--- src/rtl/utfa_cfg.svh ---
`ifndef UTFA_CFG_SVH
`define UTFA_CFG_SVH

// Subregister codes loaded into the index before the data port is used.
`define UTFA_IDX_TOGGLE_CTL   8'h57
`define UTFA_IDX_FRAME_LOW    8'h58
`define UTFA_IDX_FRAME_HIGH   8'h59
`define UTFA_IDX_DEV_ADDR     8'h5B

// Field positions in the endpoint toggle control register.
`define UTFA_TOG_VALUE_BIT    7
`define UTFA_FORCE_ONE_BIT    6
`define UTFA_FORCE_ZERO_BIT   5
`define UTFA_DIR_SEL_BIT      4
`define UTFA_EP_SEL_MSB       1
`define UTFA_EP_SEL_LSB       0

// Widths of the stored values.
`define UTFA_FRAME_W          11
`define UTFA_FRAME_LOW_W      8
`define UTFA_FRAME_HIGH_W     3
`define UTFA_ADDR_W           7

// Reset values.
`define UTFA_RST_BYTE         8'h00
`define UTFA_RST_FRAME        11'h000
`define UTFA_RST_ADDR         7'h00
`define UTFA_RST_TOGGLES      8'h00

`endif

--- src/rtl/utfa_pkg.sv ---
package utfa_pkg;

	// Direction of an endpoint as coded in the direction select bit.
	typedef enum logic
	{
		UTFA_DIR_OUT = 1'b0,
		UTFA_DIR_IN  = 1'b1
	} utfa_dir_t;

	// Endpoint number, four endpoints.
	typedef logic [1:0] utfa_ep_t;

	// Flat index of one toggle bit: direction is the upper bit.
	typedef logic [2:0] utfa_tog_idx_t;

	// Port selected by the processor: index or data.
	typedef enum logic
	{
		UTFA_PORT_INDEX = 1'b0,
		UTFA_PORT_DATA  = 1'b1
	} utfa_port_t;

	// Builds the toggle index from direction and endpoint number.
	function automatic utfa_tog_idx_t utfa_tog_idx(input utfa_dir_t dir, input utfa_ep_t ep);
		utfa_tog_idx = {dir, ep};
	endfunction

endpackage

--- src/rtl/utfa_tog_if.sv ---
`timescale 1ns/10ps

// Carries selection, forcing strobes and acknowledge events to the toggle bank.
interface utfa_tog_if;
	import utfa_pkg::*;

	utfa_dir_t  sel_dir;
	utfa_ep_t   sel_ep;
	logic       force_one;
	logic       force_zero;
	logic       ack_pulse;
	utfa_dir_t  ack_dir;
	utfa_ep_t   ack_ep;
	logic [7:0] tog_vec;

	modport ctrl (output sel_dir, output sel_ep, output force_one, output force_zero,
		output ack_pulse, output ack_dir, output ack_ep, input tog_vec);
	modport bank (input sel_dir, input sel_ep, input force_one, input force_zero,
		input ack_pulse, input ack_dir, input ack_ep, output tog_vec);
endinterface

--- src/rtl/utfa_regs.sv ---
`timescale 1ns/10ps
`include "utfa_cfg.svh"

module utfa_regs
	import utfa_pkg::*;
#(
	parameter int FRAME_W = `UTFA_FRAME_W,
	parameter int ADDR_W  = `UTFA_ADDR_W
)
(
	input  wire logic              clock,
	input  wire logic              sys_rst,
	// Processor side: one index port and one data port.
	input  wire logic              cpu_wr,
	input  wire logic              cpu_rd,
	input  wire logic              cpu_port_sel,
	input  wire logic [7:0]        cpu_wdata,
	output logic      [7:0]        cpu_rdata,
	output logic                   cpu_rvalid,
	// Link side from the serial engine.
	input  wire logic              sof_valid,
	input  wire logic [FRAME_W-1:0] sof_frame,
	input  wire logic              token_valid,
	input  wire logic [ADDR_W-1:0] token_addr,
	input  wire logic [3:0]        token_ep,
	input  wire logic              token_dir_in,
	output logic                   token_accept,
	output logic                   token_ep_ok,
	output logic                   token_hit,
	output logic      [1:0]        token_hit_ep,
	output logic                   token_hit_in,
	input  wire logic              addr_load,
	input  wire logic [ADDR_W-1:0] addr_value,
	input  wire logic              ack_done,
	input  wire logic              ack_dir_in,
	input  wire logic [1:0]        ack_ep,
	input  wire logic              data_pid_valid,
	input  wire logic              data_pid_one,
	input  wire logic              data_pid_in,
	input  wire logic [1:0]        data_pid_ep,
	output logic                   data_seq_ok,
	output logic      [3:0]        toggle_in,
	output logic      [3:0]        toggle_out,
	output logic      [FRAME_W-1:0] frame_number,
	output logic                   sof_seen
);

	utfa_tog_if tog ();

	// Stored state.
	logic [7:0]         sub_index;
	utfa_dir_t          dir_sel;
	utfa_ep_t           ep_sel;
	logic [FRAME_W-1:0] frame_count;
	logic [ADDR_W-1:0]  dev_addr;

	// Decoded accesses.
	logic idx_write;
	logic data_write;
	logic data_read;
	logic idx_read;
	logic hit_toggle;
	logic hit_frame_low;
	logic hit_frame_high;
	logic hit_addr;
	logic toggle_write;
	logic sel_toggle;
	logic addr_match;
	logic ep_in_range;

	// Read path.
	logic [7:0] toggle_byte;
	logic [7:0] frame_low_byte;
	logic [7:0] frame_high_byte;
	logic [7:0] addr_byte;
	logic [7:0] data_mux;
	logic [7:0] read_mux;

	// Next values.
	utfa_dir_t          next_dir_sel;
	utfa_ep_t           next_ep_sel;
	logic [FRAME_W-1:0] next_frame_count;
	logic [ADDR_W-1:0]  next_dev_addr;
	logic [7:0]         next_sub_index;

	// Port decode: the index port steers every data port access.
	assign idx_write  = cpu_wr & (cpu_port_sel == UTFA_PORT_INDEX);
	assign idx_read   = cpu_rd & (cpu_port_sel == UTFA_PORT_INDEX);
	assign data_write = cpu_wr & (cpu_port_sel == UTFA_PORT_DATA);
	assign data_read  = cpu_rd & (cpu_port_sel == UTFA_PORT_DATA);

	// Subregister decode from the index.
	assign hit_toggle     = (sub_index == `UTFA_IDX_TOGGLE_CTL);
	assign hit_frame_low  = (sub_index == `UTFA_IDX_FRAME_LOW);
	assign hit_frame_high = (sub_index == `UTFA_IDX_FRAME_HIGH);
	assign hit_addr       = (sub_index == `UTFA_IDX_DEV_ADDR);
	assign toggle_write   = data_write & hit_toggle;

	// The selection written in the same access is used by its forcing bits,
	// so a single write can both select and force.
	assign next_dir_sel = toggle_write ? utfa_dir_t'(cpu_wdata[`UTFA_DIR_SEL_BIT])
		: dir_sel;
	assign next_ep_sel  = toggle_write
		? cpu_wdata[`UTFA_EP_SEL_MSB:`UTFA_EP_SEL_LSB] : ep_sel;

	// Forcing strobes go to the bank for one cycle only and are never stored.
	assign tog.sel_dir    = next_dir_sel;
	assign tog.sel_ep     = next_ep_sel;
	assign tog.force_one  = toggle_write & cpu_wdata[`UTFA_FORCE_ONE_BIT];
	assign tog.force_zero = toggle_write & cpu_wdata[`UTFA_FORCE_ZERO_BIT];

	// Acknowledged transactions flip the toggle of their endpoint.
	assign tog.ack_pulse = ack_done;
	assign tog.ack_dir   = utfa_dir_t'(ack_dir_in);
	assign tog.ack_ep    = ack_ep;

	utfa_toggle_bank u_bank
	(
		.clock   (clock),
		.sys_rst (sys_rst),
		.tog     (tog.bank)
	);

	// Current toggle of the stored selection.
	assign sel_toggle = tog.tog_vec[utfa_tog_idx(dir_sel, ep_sel)];

	// Register images; reserved and strobe bits read as zero.
	assign toggle_byte = {sel_toggle, 2'h0, dir_sel, 2'h0, ep_sel};
	assign frame_low_byte  = frame_count[`UTFA_FRAME_LOW_W-1:0];
	assign frame_high_byte = {5'h00, frame_count[FRAME_W-1:`UTFA_FRAME_LOW_W]};
	assign addr_byte       = {1'h0, dev_addr};

	// Data port selection; unknown subregisters read as zero.
	assign data_mux = hit_toggle ? toggle_byte
		: hit_frame_low ? frame_low_byte
		: hit_frame_high ? frame_high_byte
		: hit_addr ? addr_byte
		: `UTFA_RST_BYTE;
	assign read_mux = idx_read ? sub_index : data_mux;

	// Index register.
	assign next_sub_index = idx_write ? cpu_wdata : sub_index;

	// Frame number taken from each start-of-frame packet.
	assign next_frame_count = sof_valid ? sof_frame : frame_count;

	// Address is loaded by the control logic that handles the host's assignment.
	assign next_dev_addr = addr_load ? addr_value : dev_addr;

	// Processor-visible registers.
	always_ff @(posedge clock or posedge sys_rst)
	begin
		if (sys_rst)
		begin
			sub_index <= `UTFA_RST_BYTE;
			dir_sel   <= UTFA_DIR_OUT;
			ep_sel    <= 2'h0;
		end
		else
		begin
			sub_index <= next_sub_index;
			dir_sel   <= next_dir_sel;
			ep_sel    <= next_ep_sel;
		end
	end

	// Frame count and device address, both cleared by reset.
	always_ff @(posedge clock or posedge sys_rst)
	begin
		if (sys_rst)
		begin
			frame_count <= `UTFA_RST_FRAME;
			dev_addr    <= `UTFA_RST_ADDR;
		end
		else
		begin
			frame_count <= next_frame_count;
			dev_addr    <= next_dev_addr;
		end
	end

	// Read data is presented one cycle after the read strobe.
	always_ff @(posedge clock or posedge sys_rst)
	begin
		if (sys_rst)
		begin
			cpu_rdata  <= `UTFA_RST_BYTE;
			cpu_rvalid <= 1'b0;
		end
		else
		begin
			cpu_rvalid <= cpu_rd;
			if (cpu_rd)
				cpu_rdata <= read_mux;
		end
	end

	// Token filter: only the stored address is answered.
	assign addr_match   = (token_addr == dev_addr);
	assign ep_in_range  = (token_ep[3:2] == 2'h0);
	assign token_accept = token_valid & addr_match;
	assign token_ep_ok  = token_accept & ep_in_range;

	// Endpoint and direction of an accepted token for endpoints 0 to 3 held for the data stage.
	always_ff @(posedge clock or posedge sys_rst)
	begin
		if (sys_rst)
		begin
			token_hit    <= 1'b0;
			token_hit_ep <= 2'h0;
			token_hit_in <= 1'b0;
		end
		else
		begin
			token_hit <= token_ep_ok;
			if (token_ep_ok)
			begin
				token_hit_ep <= token_ep[1:0];
				token_hit_in <= token_dir_in;
			end
		end
	end

	// Checks a received data PID against the expected toggle of its endpoint;
	// a mismatch marks a repeated packet that must be acknowledged but dropped.
	always_ff @(posedge clock or posedge sys_rst)
	begin
		if (sys_rst)
			data_seq_ok <= 1'b0;
		else if (data_pid_valid)
			data_seq_ok <= data_pid_one ==
				tog.tog_vec[utfa_tog_idx(utfa_dir_t'(data_pid_in), data_pid_ep)];
	end

	// Toggle, frame and start-of-frame indications for the serial engine.
	always_ff @(posedge clock or posedge sys_rst)
	begin
		if (sys_rst)
		begin
			toggle_in    <= 4'h0;
			toggle_out   <= 4'h0;
			frame_number <= `UTFA_RST_FRAME;
			sof_seen     <= 1'b0;
		end
		else
		begin
			toggle_in    <= tog.tog_vec[7:4];
			toggle_out   <= tog.tog_vec[3:0];
			frame_number <= next_frame_count;
			sof_seen     <= sof_valid;
		end
	end

endmodule

--- src/rtl/utfa_toggle_bank.sv ---
`timescale 1ns/10ps
`include "utfa_cfg.svh"

// Holds one data toggle per endpoint and direction.
module utfa_toggle_bank
	import utfa_pkg::*;
(
	input  wire logic clock,
	input  wire logic sys_rst,
	utfa_tog_if.bank  tog
);

	logic [7:0]    toggles;
	logic [7:0]    next_toggles;
	utfa_tog_idx_t sel_idx;
	utfa_tog_idx_t ack_idx;

	assign sel_idx = utfa_tog_idx(tog.sel_dir, tog.sel_ep);
	assign ack_idx = utfa_tog_idx(tog.ack_dir, tog.ack_ep);

	// A forcing write wins over an acknowledge flip on the same endpoint,
	// so software always sees the value it forced.
	always_comb
	begin
		next_toggles = toggles;
		if (tog.ack_pulse)
			next_toggles[ack_idx] = ~toggles[ack_idx];
		if (tog.force_one)
			next_toggles[sel_idx] = 1'b1;
		else if (tog.force_zero)
			next_toggles[sel_idx] = 1'b0;
	end

	// Toggle storage.
	always_ff @(posedge clock or posedge sys_rst)
	begin
		if (sys_rst)
			toggles <= `UTFA_RST_TOGGLES;
		else
			toggles <= next_toggles;
	end

	assign tog.tog_vec = toggles;

endmodule

--- config.mk ---
export PLATFORM = sky130hd
export DESIGN_NAME = utfa_regs
export DESIGN_NICKNAME = d
export VERILOG_FILES = /design/src/rtl/utfa_pkg.sv /design/src/rtl/utfa_tog_if.sv /design/src/rtl/utfa_regs.sv /design/src/rtl/utfa_toggle_bank.sv
export VERILOG_INCLUDE_DIRS = /design/src /design/src/rtl
export SDC_FILE = /design/constraint.sdc
export NUM_CORES = 1
export LEC_CHECK = 0
export BUFFER_PORTS_ARGS = -buffer_cell sky130_fd_sc_hd__buf_2
export CAP_MARGIN = 20
export CELL_PAD_IN_SITES_DETAIL_PLACEMENT = 0
export CELL_PAD_IN_SITES_GLOBAL_PLACEMENT = 1
export CORE_MARGIN = 5
export CORE_UTILIZATION = 39
export DETAILED_ROUTE_END_ITERATION = 10
export PLACE_DENSITY = 0.91
export SLEW_MARGIN = 5
export SYNTH_ARGS = -nofsm -noshare
export SYNTH_HDL_FRONTEND = slang
export SYNTH_SLANG_ARGS = --single-unit
--- constraint.sdc ---
create_clock -name clock -period 2.2 [get_ports clock]
set_input_delay 0.11 -clock clock [delete_from_list [all_inputs] [get_ports clock]]
set_output_delay 0.11 -clock clock [all_outputs]
set_load 0.02 [all_outputs]
Yosys cells after proc, flatten, opt, wreduce, memory -nomap -nowiden --
Cells that the tools add are included.
Cells by class: order comparisons 6, equal/unequal tests 6, mux-type cells 21, bitwise operators 13, reductions and logical operators 3
Operator list (count):
- 8-bit two-way mux | 6
- 8-bit by 7-bit equality test with 1-bit output (second input constant) | 4
- 3-bit by 4-bit < comparator with 1-bit output (second input constant) | 4
- 7-bit two-way mux | 2
- 1-bit binary-select mux with 3-bit select | 3
- 1-bit AND | 8
- 8-bit AND | 1
- 8-bit bitwise mux | 1
- 8-bit NOT | 1
- 8-bit OR | 1
- 7-bit equality test | 1
- 1-bit demux with 3-bit select | 2
- 3-bit by 1-bit greater-or-equal comparator with 1-bit output (second input constant) | 2
- 1-bit two-way mux | 6
- 1-bit logical AND | 2
- 2-bit logical NOT | 1
- 2-bit two-way mux | 1
- 1-bit NOT | 2
- 1-bit equality test | 1
Word-level totals: bits in registers 60, input port bits 55

Logic depth before layout (Yosys ltp) --
Gate-level depths: netlist (run 1).
word-level depth 11, mapped depth 6, gate-level depth less buffers 4

Modules after synthesis --
A second synthesis (run 1) with hierarchy kept.
Unflattened totals: cell total of the unflattened synthesis 225, area total of the unflattened synthesis 2855.2 µm²
Modules (own cells, without submodules):
- utfa_regs | instances 1, cells each 177, area an instance 2372.3 µm², sequential area each 1301.2 µm²
- utfa_toggle_bank | instances 1, cells each 48, area an instance 483.0 µm², sequential area each 200.2 µm²

Worst setup path before layout (run 1) --
No wires, ideal clock.
kind register to register, start point register dev_addr[3], end point register token_hit_ep[0], library setup time 125 ps, arrival 2088 ps, data required time 2075 ps, slack -13 ps, stages on the path, launching flop included 5, path buffers 0, cell sequence dfrtp_1 > xnor2_1 > nand4_1 > nor4_1 > mux2_2
On the way: word-level cells in the longest chain between the ends 3
Ends and longest elaborated chain:
- start, declared | RTL line utfa_regs.sv:55 | logic [ADDR_W-1:0] dev_addr;
- start signal, assigned | RTL line utfa_regs.sv:173 | dev_addr <= `UTFA_RST_ADDR;
- start signal, assigned | RTL line utfa_regs.sv:178 | dev_addr <= next_dev_addr;
- 7-bit equality test | RTL line utfa_regs.sv:199 | assign addr_match = (token_addr == dev_addr);
- 1-bit AND | RTL line utfa_regs.sv:201 | assign token_accept = token_valid & addr_match;
- 1-bit AND | RTL line utfa_regs.sv:202 | assign token_ep_ok = token_accept & ep_in_range;
- net token_ep_ok | RTL line utfa_regs.sv:28 | output logic token_ep_ok,
- end signal, assigned | RTL line utfa_regs.sv:218 | token_hit_ep <= token_ep[1:0];
- end, declared | RTL line utfa_regs.sv:30 | output logic [1:0] token_hit_ep,
The timed path passes the listed nets, and every way through them passes these cells. A chain may end at the register's enable or synchronous reset.

Final worst setup path (run 1) --
start point register sub_index[7], end point register u_bank.toggles[0], in the netlist u_bank.tog.tog_vec[0]
On the way: word-level cells in the longest chain between the ends 11, elaborated cells on any way between the ends 16
Ends and longest elaborated chain:
- start, declared | RTL line utfa_regs.sv:51 | logic [7:0] sub_index;
- start signal, assigned | RTL line utfa_regs.sv:155 | sub_index <= `UTFA_RST_BYTE;
- start signal, assigned | RTL line utfa_regs.sv:161 | sub_index <= next_sub_index;
- 8-bit by 7-bit equality test with 1-bit output (no line) *
- 1-bit AND * | RTL line utfa_regs.sv:97 | assign toggle_write = data_write & hit_toggle;
- 2-bit two-way mux / 1-bit two-way mux (equally long branches) | RTL line utfa_regs.sv:103, utfa_regs.sv:101
- 3-bit by 4-bit < comparator with 1-bit output (not written as such) / 3-bit by 1-bit greater-or-equal comparator with 1-bit output (equally long branches) | RTL line utfa_toggle_bank.sv:29, utfa_toggle_bank.sv:31
- 1-bit logical AND (not written as such) | RTL line utfa_toggle_bank.sv:29, utfa_toggle_bank.sv:31
- 1-bit two-way mux (not written as such) | RTL line utfa_toggle_bank.sv:29, utfa_toggle_bank.sv:31
- 1-bit demux with 3-bit select
- 8-bit NOT (no line)
- 8-bit AND (no line)
- 8-bit two-way mux | RTL line utfa_toggle_bank.sv:30 | else if (tog.force_zero)
- 8-bit two-way mux * | RTL line utfa_toggle_bank.sv:28 | if (tog.force_one)
- net u_bank.next_toggles[0] | RTL line utfa_toggle_bank.sv:14 | logic [7:0] next_toggles;
- end signal, assigned | RTL line utfa_toggle_bank.sv:38 | toggles <= `UTFA_RST_TOGGLES;
- end signal, assigned | RTL line utfa_toggle_bank.sv:40 | toggles <= next_toggles;
- end, declared | RTL line utfa_toggle_bank.sv:13 | logic [7:0] toggles;
The timed path passes the listed nets; every way through them passes the cells marked *.

==> out/metrics.yaml, run 1 <==
status: "complete, no violations"
hold_buffers: 22
p_per_area_nw_per_um2: 907
ctsResizeCount: 0
die-height_um: 95.2
coreArea_um2: 7180
cap_violations: 0
yosys_warnings: 0
fin_crit_ns: 2.10
syn-instance-count: 224
max-slew-margin-rel_pct: 54.9
drtAntennaViolNets: 0
grt_pass1_vias: 2446
drive_above_1_share_pct: 44.1
grt_remaining_overflow: 0
die-area_um2: 9060
layout.nets: 395
fin_worst_skew_ns: 0.00918
diodes: 0
avgSynthCellArea_um2: 12.6
wire_per_inst_um: 16.8
syn_nets: 279
grt_pass1_wl_um: 12000
antenna_found_initial: 0
rsz0062_at_grt: "false"
placement_rows: 31
yosysTopAreaCell: "dfrtp_1"
clk_path_buf_depth: 2
ir_worst_vdd_mv: 0.311
combPwrFrac_pct: 26.4
worstSkewPairLatency_ns: 0.34
totalPowerFinal_uw: 3460
layout_worst_path_cycle_share_pct: 95.5
yosys.area.top_type_share_pct: 53.0
hold_class: "in -> reg"
cp.arrival_ns: 2.35
p_sw_share_pct: 31.8
cp.required_ns: 2.45
seq_area_frac_synth_pct: 53.0
slew_viol_final: 0
track_usage_pct: 17.4
synth_seq_cells: 60
power_frac_seq_pct: 44.3
grt_max_degree: 26
p_leak_uw: 0.00170
cts_setup_buffers: 0
finalWeightedCongestion: 0.836
p_int_uw: 2360
viasPerCell: 5.20
numCtsBuffers: 9
tightest_slew_ns: 0.676
first_iter_violations: 142
path_max_fanout: 12
pwr-share-clk_pct: 29.3
crit_type: "reg -> reg"
tns_ns: 0
pin_count: 91
vias: 2311
final.setup.worst_slack_ns: 0.0998
drc: 0
tritoncts: "built"
io_buffers: 90
htreeDepth: 3
final-setup-viol-count: 0
root_buffer: "clkbuf_8"
initial_utilization_pct: 39.5
die_w_um: 95.2
place_ws_ns: 0.134
p_sw_uw: 1100
whs_ns: 0.00603
path_clk_slew_ns: 0.07
first_pass_iters: 4
hold_violations: 0
start_kind: "flip-flop"
cts.sinks: 60
hpwl_um: 5450
cp-end-kind: "flip-flop"
synth.distinct_cells: 44
synth.area.top_cells: "dfrtp_1 53%, mux2_2 13%, xnor2_1 3.7%"
finalWirelength_um: 7450
synthToLayoutAreaGrowth_pct: 34.8
syn_area_um2: 2830
max_freq_mhz: 476
-- metal layers --
metal  track usage (%)  share of wire (%)  vias up
li1                  -                  -     1070
met1              22.1                 41     1160
met2              28.8                 52       69
met3              3.16                5.3       12
met4              8.05                1.9        0
met5                 0                  0        -
-- cell usage in the layout (no fill, tap or decap), types with 3 or more instances in the layout --
cell type	instances
a22o_1	5
buf_4	3
nand4b_1	3
buf_2	90
mux2i_1	3
xnor2_1	12
nand3b_1	3
nand2_1	6
clkbuf_8	11
o31ai_1	7
o21ai_1	3
a31oi_1	5
nor2_1	11
o21ai_0	6
xor2_1	4
dfrtp_1	60
mux2_2	32
mux4_2	4
dlygate4sd3_1	22
nor2b_1	5
inv_1	3
nor4bb_1	3
nand2b_1	5
a21oi_1	6
nand4_1	4
-- per-stage QoR --
stage / instance area (um^2) / instances / util [%]
4_1_cts: 3820 / 444 / 53.2
2_1_floorplan: 2840 / 224 / -
3_5_place_dp: 3390 / 406 / 47.3
3_3_place_gp: 3390 / 406 / 47.3
5_1_grt: 3820 / 444 / 53.2
6_report: 3820 / 444 / 53.2
-- cell type report --
cell class | count | area [um^2]
clock buffer | 12 | 155
tap | 99 | 124
timing repair buffer | 115 | 693
multi-input combinational | 150 | 1280
sequential | 60 | 1500
inverter | 4 | 15.0
clock inverter | 4 | 47.5
fill | 638 | 3360
-- power groups by stage --
stage | sequential (uW) | combinational, uW | clock, uW
after floorplan | 1660 | 443 | 0
after global placement | 1550 | 870 | 0
after detailed placement | 1550 | 885 | 0
after CTS | 1540 | 918 | 1030
after global routing | 1570 | 987 | 1080
final | 1540 | 913 | 1010
-- worst max-delay path, cell delays in order, from the launching register on --
cell       delay, ns
dfrtp_1         0.41
nand4bb_4       0.29
or4b_4          0.67
or3b_4          0.47
o31ai_2         0.18
-- Yosys cell counts --
master / n
nand2b_1: 5
nor2b_1: 5
nand3b_1: 3
o21ai_1: 3
o211ai_1: 1
or4b_4: 1
and2_1: 2
nand4bb_4: 1
nor4_1: 2
a22oi_1: 1
dfrtp_1: 60
xnor2_1: 12
o41ai_2: 1
nor3b_2: 1
a22o_1: 5
o31ai_2: 1
a21boi_0: 1
buf_1: 3
nand4_1: 4
o31ai_1: 7
clkbuf_1: 5
mux2i_1: 3
xor2_1: 4
a311oi_1: 2
o2bb2ai_1: 1
a31oi_1: 5
o32ai_1: 1
nand4b_1: 3
a211oi_1: 1
buf_2: 2
mux2_2: 32
o21ai_0: 6
nand2_1: 6
nor2_1: 11
mux4_2: 4
a221oi_1: 1
nor4b_1: 1
o22ai_1: 1
or3b_4: 1
o41ai_1: 1
nor4bb_1: 3
nor3_1: 1
a21oi_1: 6
inv_1: 4
-- logic make-up after synthesis --
family	Yosys count	share of synthesized area [%]
AND/OR/NAND/NOR	50	11.8
buffers and inverters	14	1.94
flip-flops	60	53.0
multiplexers	39	17.0
XOR/XNOR	16	4.95
AO/OA/AOI/OAI	45	11.3
-- worst paths after layout --
check,start,to,slack (ns),cells after the start
max reg2reg,sub_index[7],u_bank.tog.tog_vec[0],0.1,4
min,addr_value[3],dev_addr[3],0.006,2
min in group asynchronous,sys_rst,dir_sel,0.35,3
min reg2reg,u_bank.tog.tog_vec[2],toggle_out[2],0.44,0
max,sub_index[7],u_bank.tog.tog_vec[0],0.1,4
max in group asynchronous,sys_rst,dev_addr[2],1.20,4
-- registers in the layout, indices dropped and copies added, names as in the netlist --
signal / count
cpu_rdata: 8
cpu_rvalid: 1
data_seq_ok: 1
dev_addr: 7
dir_sel: 1
ep_sel: 2
frame_number: 11
sof_seen: 1
sub_index: 8
toggle_in: 4
toggle_out: 4
token_hit: 1
token_hit_ep: 2
token_hit_in: 1
u_bank.tog.tog_vec: 8
Power figures use the tool's default switching activity.
==> run 2: changes to the inputs <==
--- a/config.mk
+++ b/config.mk
@@ -6,7 +6,7 @@
 export SDC_FILE = /design/constraint.sdc
 export NUM_CORES = 1
 export LEC_CHECK = 0
-export BUFFER_PORTS_ARGS = -buffer_cell sky130_fd_sc_hd__buf_2
+export BUFFER_PORTS_ARGS = -buffer_cell sky130_fd_sc_hd__buf_4
 export CAP_MARGIN = 20
 export CELL_PAD_IN_SITES_DETAIL_PLACEMENT = 0
 export CELL_PAD_IN_SITES_GLOBAL_PLACEMENT = 1
==> run 2 against run 1 <==
First-iteration DRC count is 25% lower. Clock-buffer cell count is 1 higher. Combinational power is 9.4% higher. Critical endpoint unchanged. Die area stayed put. Sequential share of layout area is 1.6 points lower. Register-to-register slack better by 0.02 ns.
==> out/metrics.yaml, run 2 (synthesis gave the netlist of run 1 again) <==
dp.cells: 406  # unchanged
critPathBufInv: 0  # unchanged
viasPerCell: 5.14  # was 5.20
die-height_um: 95.2  # unchanged
synthToLayoutAreaGrowth_pct: 40.5  # was 34.8%
track_usage_pct: 16.2  # was 17.4%
top_register: "frame_number"  # unchanged
path_clk_slew_ns: 0.07  # about the same
p_sw_uw: 1070  # was 1100 uW
slew_viol_final: 0  # unchanged
numCtsBuffers: 9  # unchanged
layoutNonFillerInstCount: 435  # was 444
tritoncts: "built"  # unchanged
p_sw_share_pct: 29.9  # was 31.8%
cap_violations: 0  # unchanged
path_max_fanout: 12  # unchanged
cp-end-kind: "flip-flop"  # unchanged
grt_max_degree: 23  # was 26
layout.nets: 388  # was 395
crit_chain: "nand4bb_4, or4b_4, or3b_4, o31ai_2"  # unchanged
power_frac_seq_pct: 43.1  # was 44.3%
wire_per_inst_um: 16.8  # about the same
combPwrFrac_pct: 27.9  # was 26.4%
status: "complete, no violations"  # unchanged
finalWeightedCongestion: 0.815  # was 0.836
layout_common_cells: "93 x buf_4, 60 x dfrtp_1, 32 x mux2_2"  # was 90 x buf_2, 60 x dfrtp_1, 32 x mux2_2
holdPathStages: 2  # unchanged
fin_worst_skew_ns: 0.00508  # was 0.00918 ns
hold_class: "in -> reg"  # unchanged
grt_pass1_wl_um: 11200  # was 12,000 um
final_common_cell: "buf_4"  # was buf_2
pwr-share-clk_pct: 28.9  # was 29.3%
p_int_uw: 2510  # was 2360 uW
die-area_um2: 9060  # unchanged
p_per_area_nw_per_um2: 898  # was 907 nW/um^2
die_w_um: 95.2  # unchanged
crit_cells: 4  # unchanged
max_freq_mhz: 480  # was 476 MHz
crit_path_end: "u_bank.tog.tog_vec[0]"  # unchanged
cts_setup_buffers: 0  # unchanged
first_iter_violations: 106  # was 142
p_leak_uw: 0.00175  # was 0.00170 uW
io_buffers: 90  # unchanged
layout_worst_path_cycle_share_pct: 94.7  # was 95.5%
final-setup-viol-count: 0  # unchanged
root_buffer: "clkbuf_8"  # unchanged
drc: 0  # unchanged
cp_top_family: "simple AND/OR/NAND/NOR gates"  # unchanged
timing.rr.end: "u_bank.tog.tog_vec[0]"  # unchanged
finalWirelength_um: 7310  # was 7450 um
start_kind: "flip-flop"  # unchanged
clk_path_buf_depth: 2  # unchanged
vias: 2235  # was 2,311
coreArea_um2: 7180  # unchanged
r2r_slack_ns: 0.12  # was 0.1 ns
cp.arrival_ns: 2.32  # was 2.35 ns
hpwl_um: 5460  # was 5450 um
diodes: 0  # unchanged
crit_type: "reg -> reg"  # unchanged
reg2reg_depth: 4  # unchanged
rsz0062_at_grt: "false"  # unchanged
fin_crit_ns: 2.08  # was 2.10 ns
first_pass_iters: 5  # was 4
cts.sinks: 60  # unchanged
tightest_slew_ns: 0.688  # was 0.676 ns
antenna_found_initial: 0  # unchanged
drive_above_1_share_pct: 44.9  # was 44.1%
drtAntennaViolNets: 0  # unchanged
reg2reg_from: "sub_index[7]"  # unchanged
crit_path_top_delay_cell: "or4b_4"  # unchanged
pin_count: 91  # unchanged
placement_rows: 31  # unchanged
ir_worst_vdd_mv: 0.334  # was 0.311 mV
worstSkewPairLatency_ns: 0.33  # was 0.34 ns
largest_reg_flops: 11  # unchanged
cp.required_ns: 2.44  # was 2.45 ns
critPathMaxStageDelay_ns: 0.66  # was 0.67 ns
htreeDepth: 3  # unchanged
worstSetupStartpoint: "sub_index[7]"  # unchanged
grt_remaining_overflow: 0  # unchanged
max-slew-margin-rel_pct: 54.1  # was 54.9%
hold_violations: 0  # unchanged
initial_utilization_pct: 39.5  # unchanged
tns_ns: 0  # unchanged
grt_pass1_vias: 2262  # was 2,446
whs_ns: 0.00972  # was 0.00603 ns
[run 2: changes by cell type in the layout (fill, tap and decap cells not counted), sizes merged]
cell | before | now
dlygate4sd3 | 22 | 15
clkbuf | 12 | 13
clkinvlp | 1 | 0
clkinv | 2 | 0
[run 2: worst min path at each step]
stage / from / end / slack [ns]
6_report: sof_frame[7] / frame_number[7] / 0.01
2_1_floorplan: cpu_rd / cpu_rvalid / 0.14
3_3_place_gp: sys_rst / cpu_rdata[4] / 0.14
5_1_grt: sof_frame[9] / frame_number[9] / 0.003
3_5_place_dp: sys_rst / toggle_out[3] / 0.15
4_1_cts: cpu_rd / cpu_rvalid / 0.00003
[run 2: worst reg2reg max path, stage by stage (launching register included)]
cell and delay (ns):
dfrtp_1 0.40, nand4bb_4 0.28, or4b_4 0.67, or3b_4 0.46, o31ai_2 0.19
[run 2: power groups by stage]
stage | sequential, uW | combinational [uW] | clock [uW]
after floorplan | 1660 | 443 | 0
after global placement | 1550 | 963 | 0
after detailed placement | 1560 | 981 | 0
after CTS | 1540 | 1000 | 1050
after global routing | 1580 | 1070 | 1100
final | 1540 | 999 | 1030
[run 2: what timing repair did]
action | CTS | global route
resized for setup | 0 | 0
endpoints found under the hold margin | 28 | 4
hold buffers | 11 | 4
[run 2: layout make-up]
type	instances	area [um^2]
fillers	611	3200
flip-flops and latches	60	1500
multi-input cells	150	1280
repair buffers	108	848
clock buffers	13	179
well taps	99	124
clock inverters	1	30.0
inverters	4	15.0
[run 2: through the flow]
stage               setup slack (ns)  util, %  cell area (um^2)  total power, uW
floorplan                      0.306        -              2840             2100
global placement               0.205     50.4              3620             2510
detailed placement             0.149     50.4              3620             2540
CTS                            0.114     54.9              3940             3600
global route                  0.0329     55.4              3980             3740
finish                         0.117     55.4              3980             3570
[run 2: metal layers]
metal	vias to the layer above	global-route usage [%]	share of wire, %	wire (um)
li1	1053	-	-	-
met1	1116	21.3	41	3010
met2	54	26.1	52	3820
met3	12	4.03	4.5	328
met4	0	5.89	2.0	148
met5	-	0	0	0
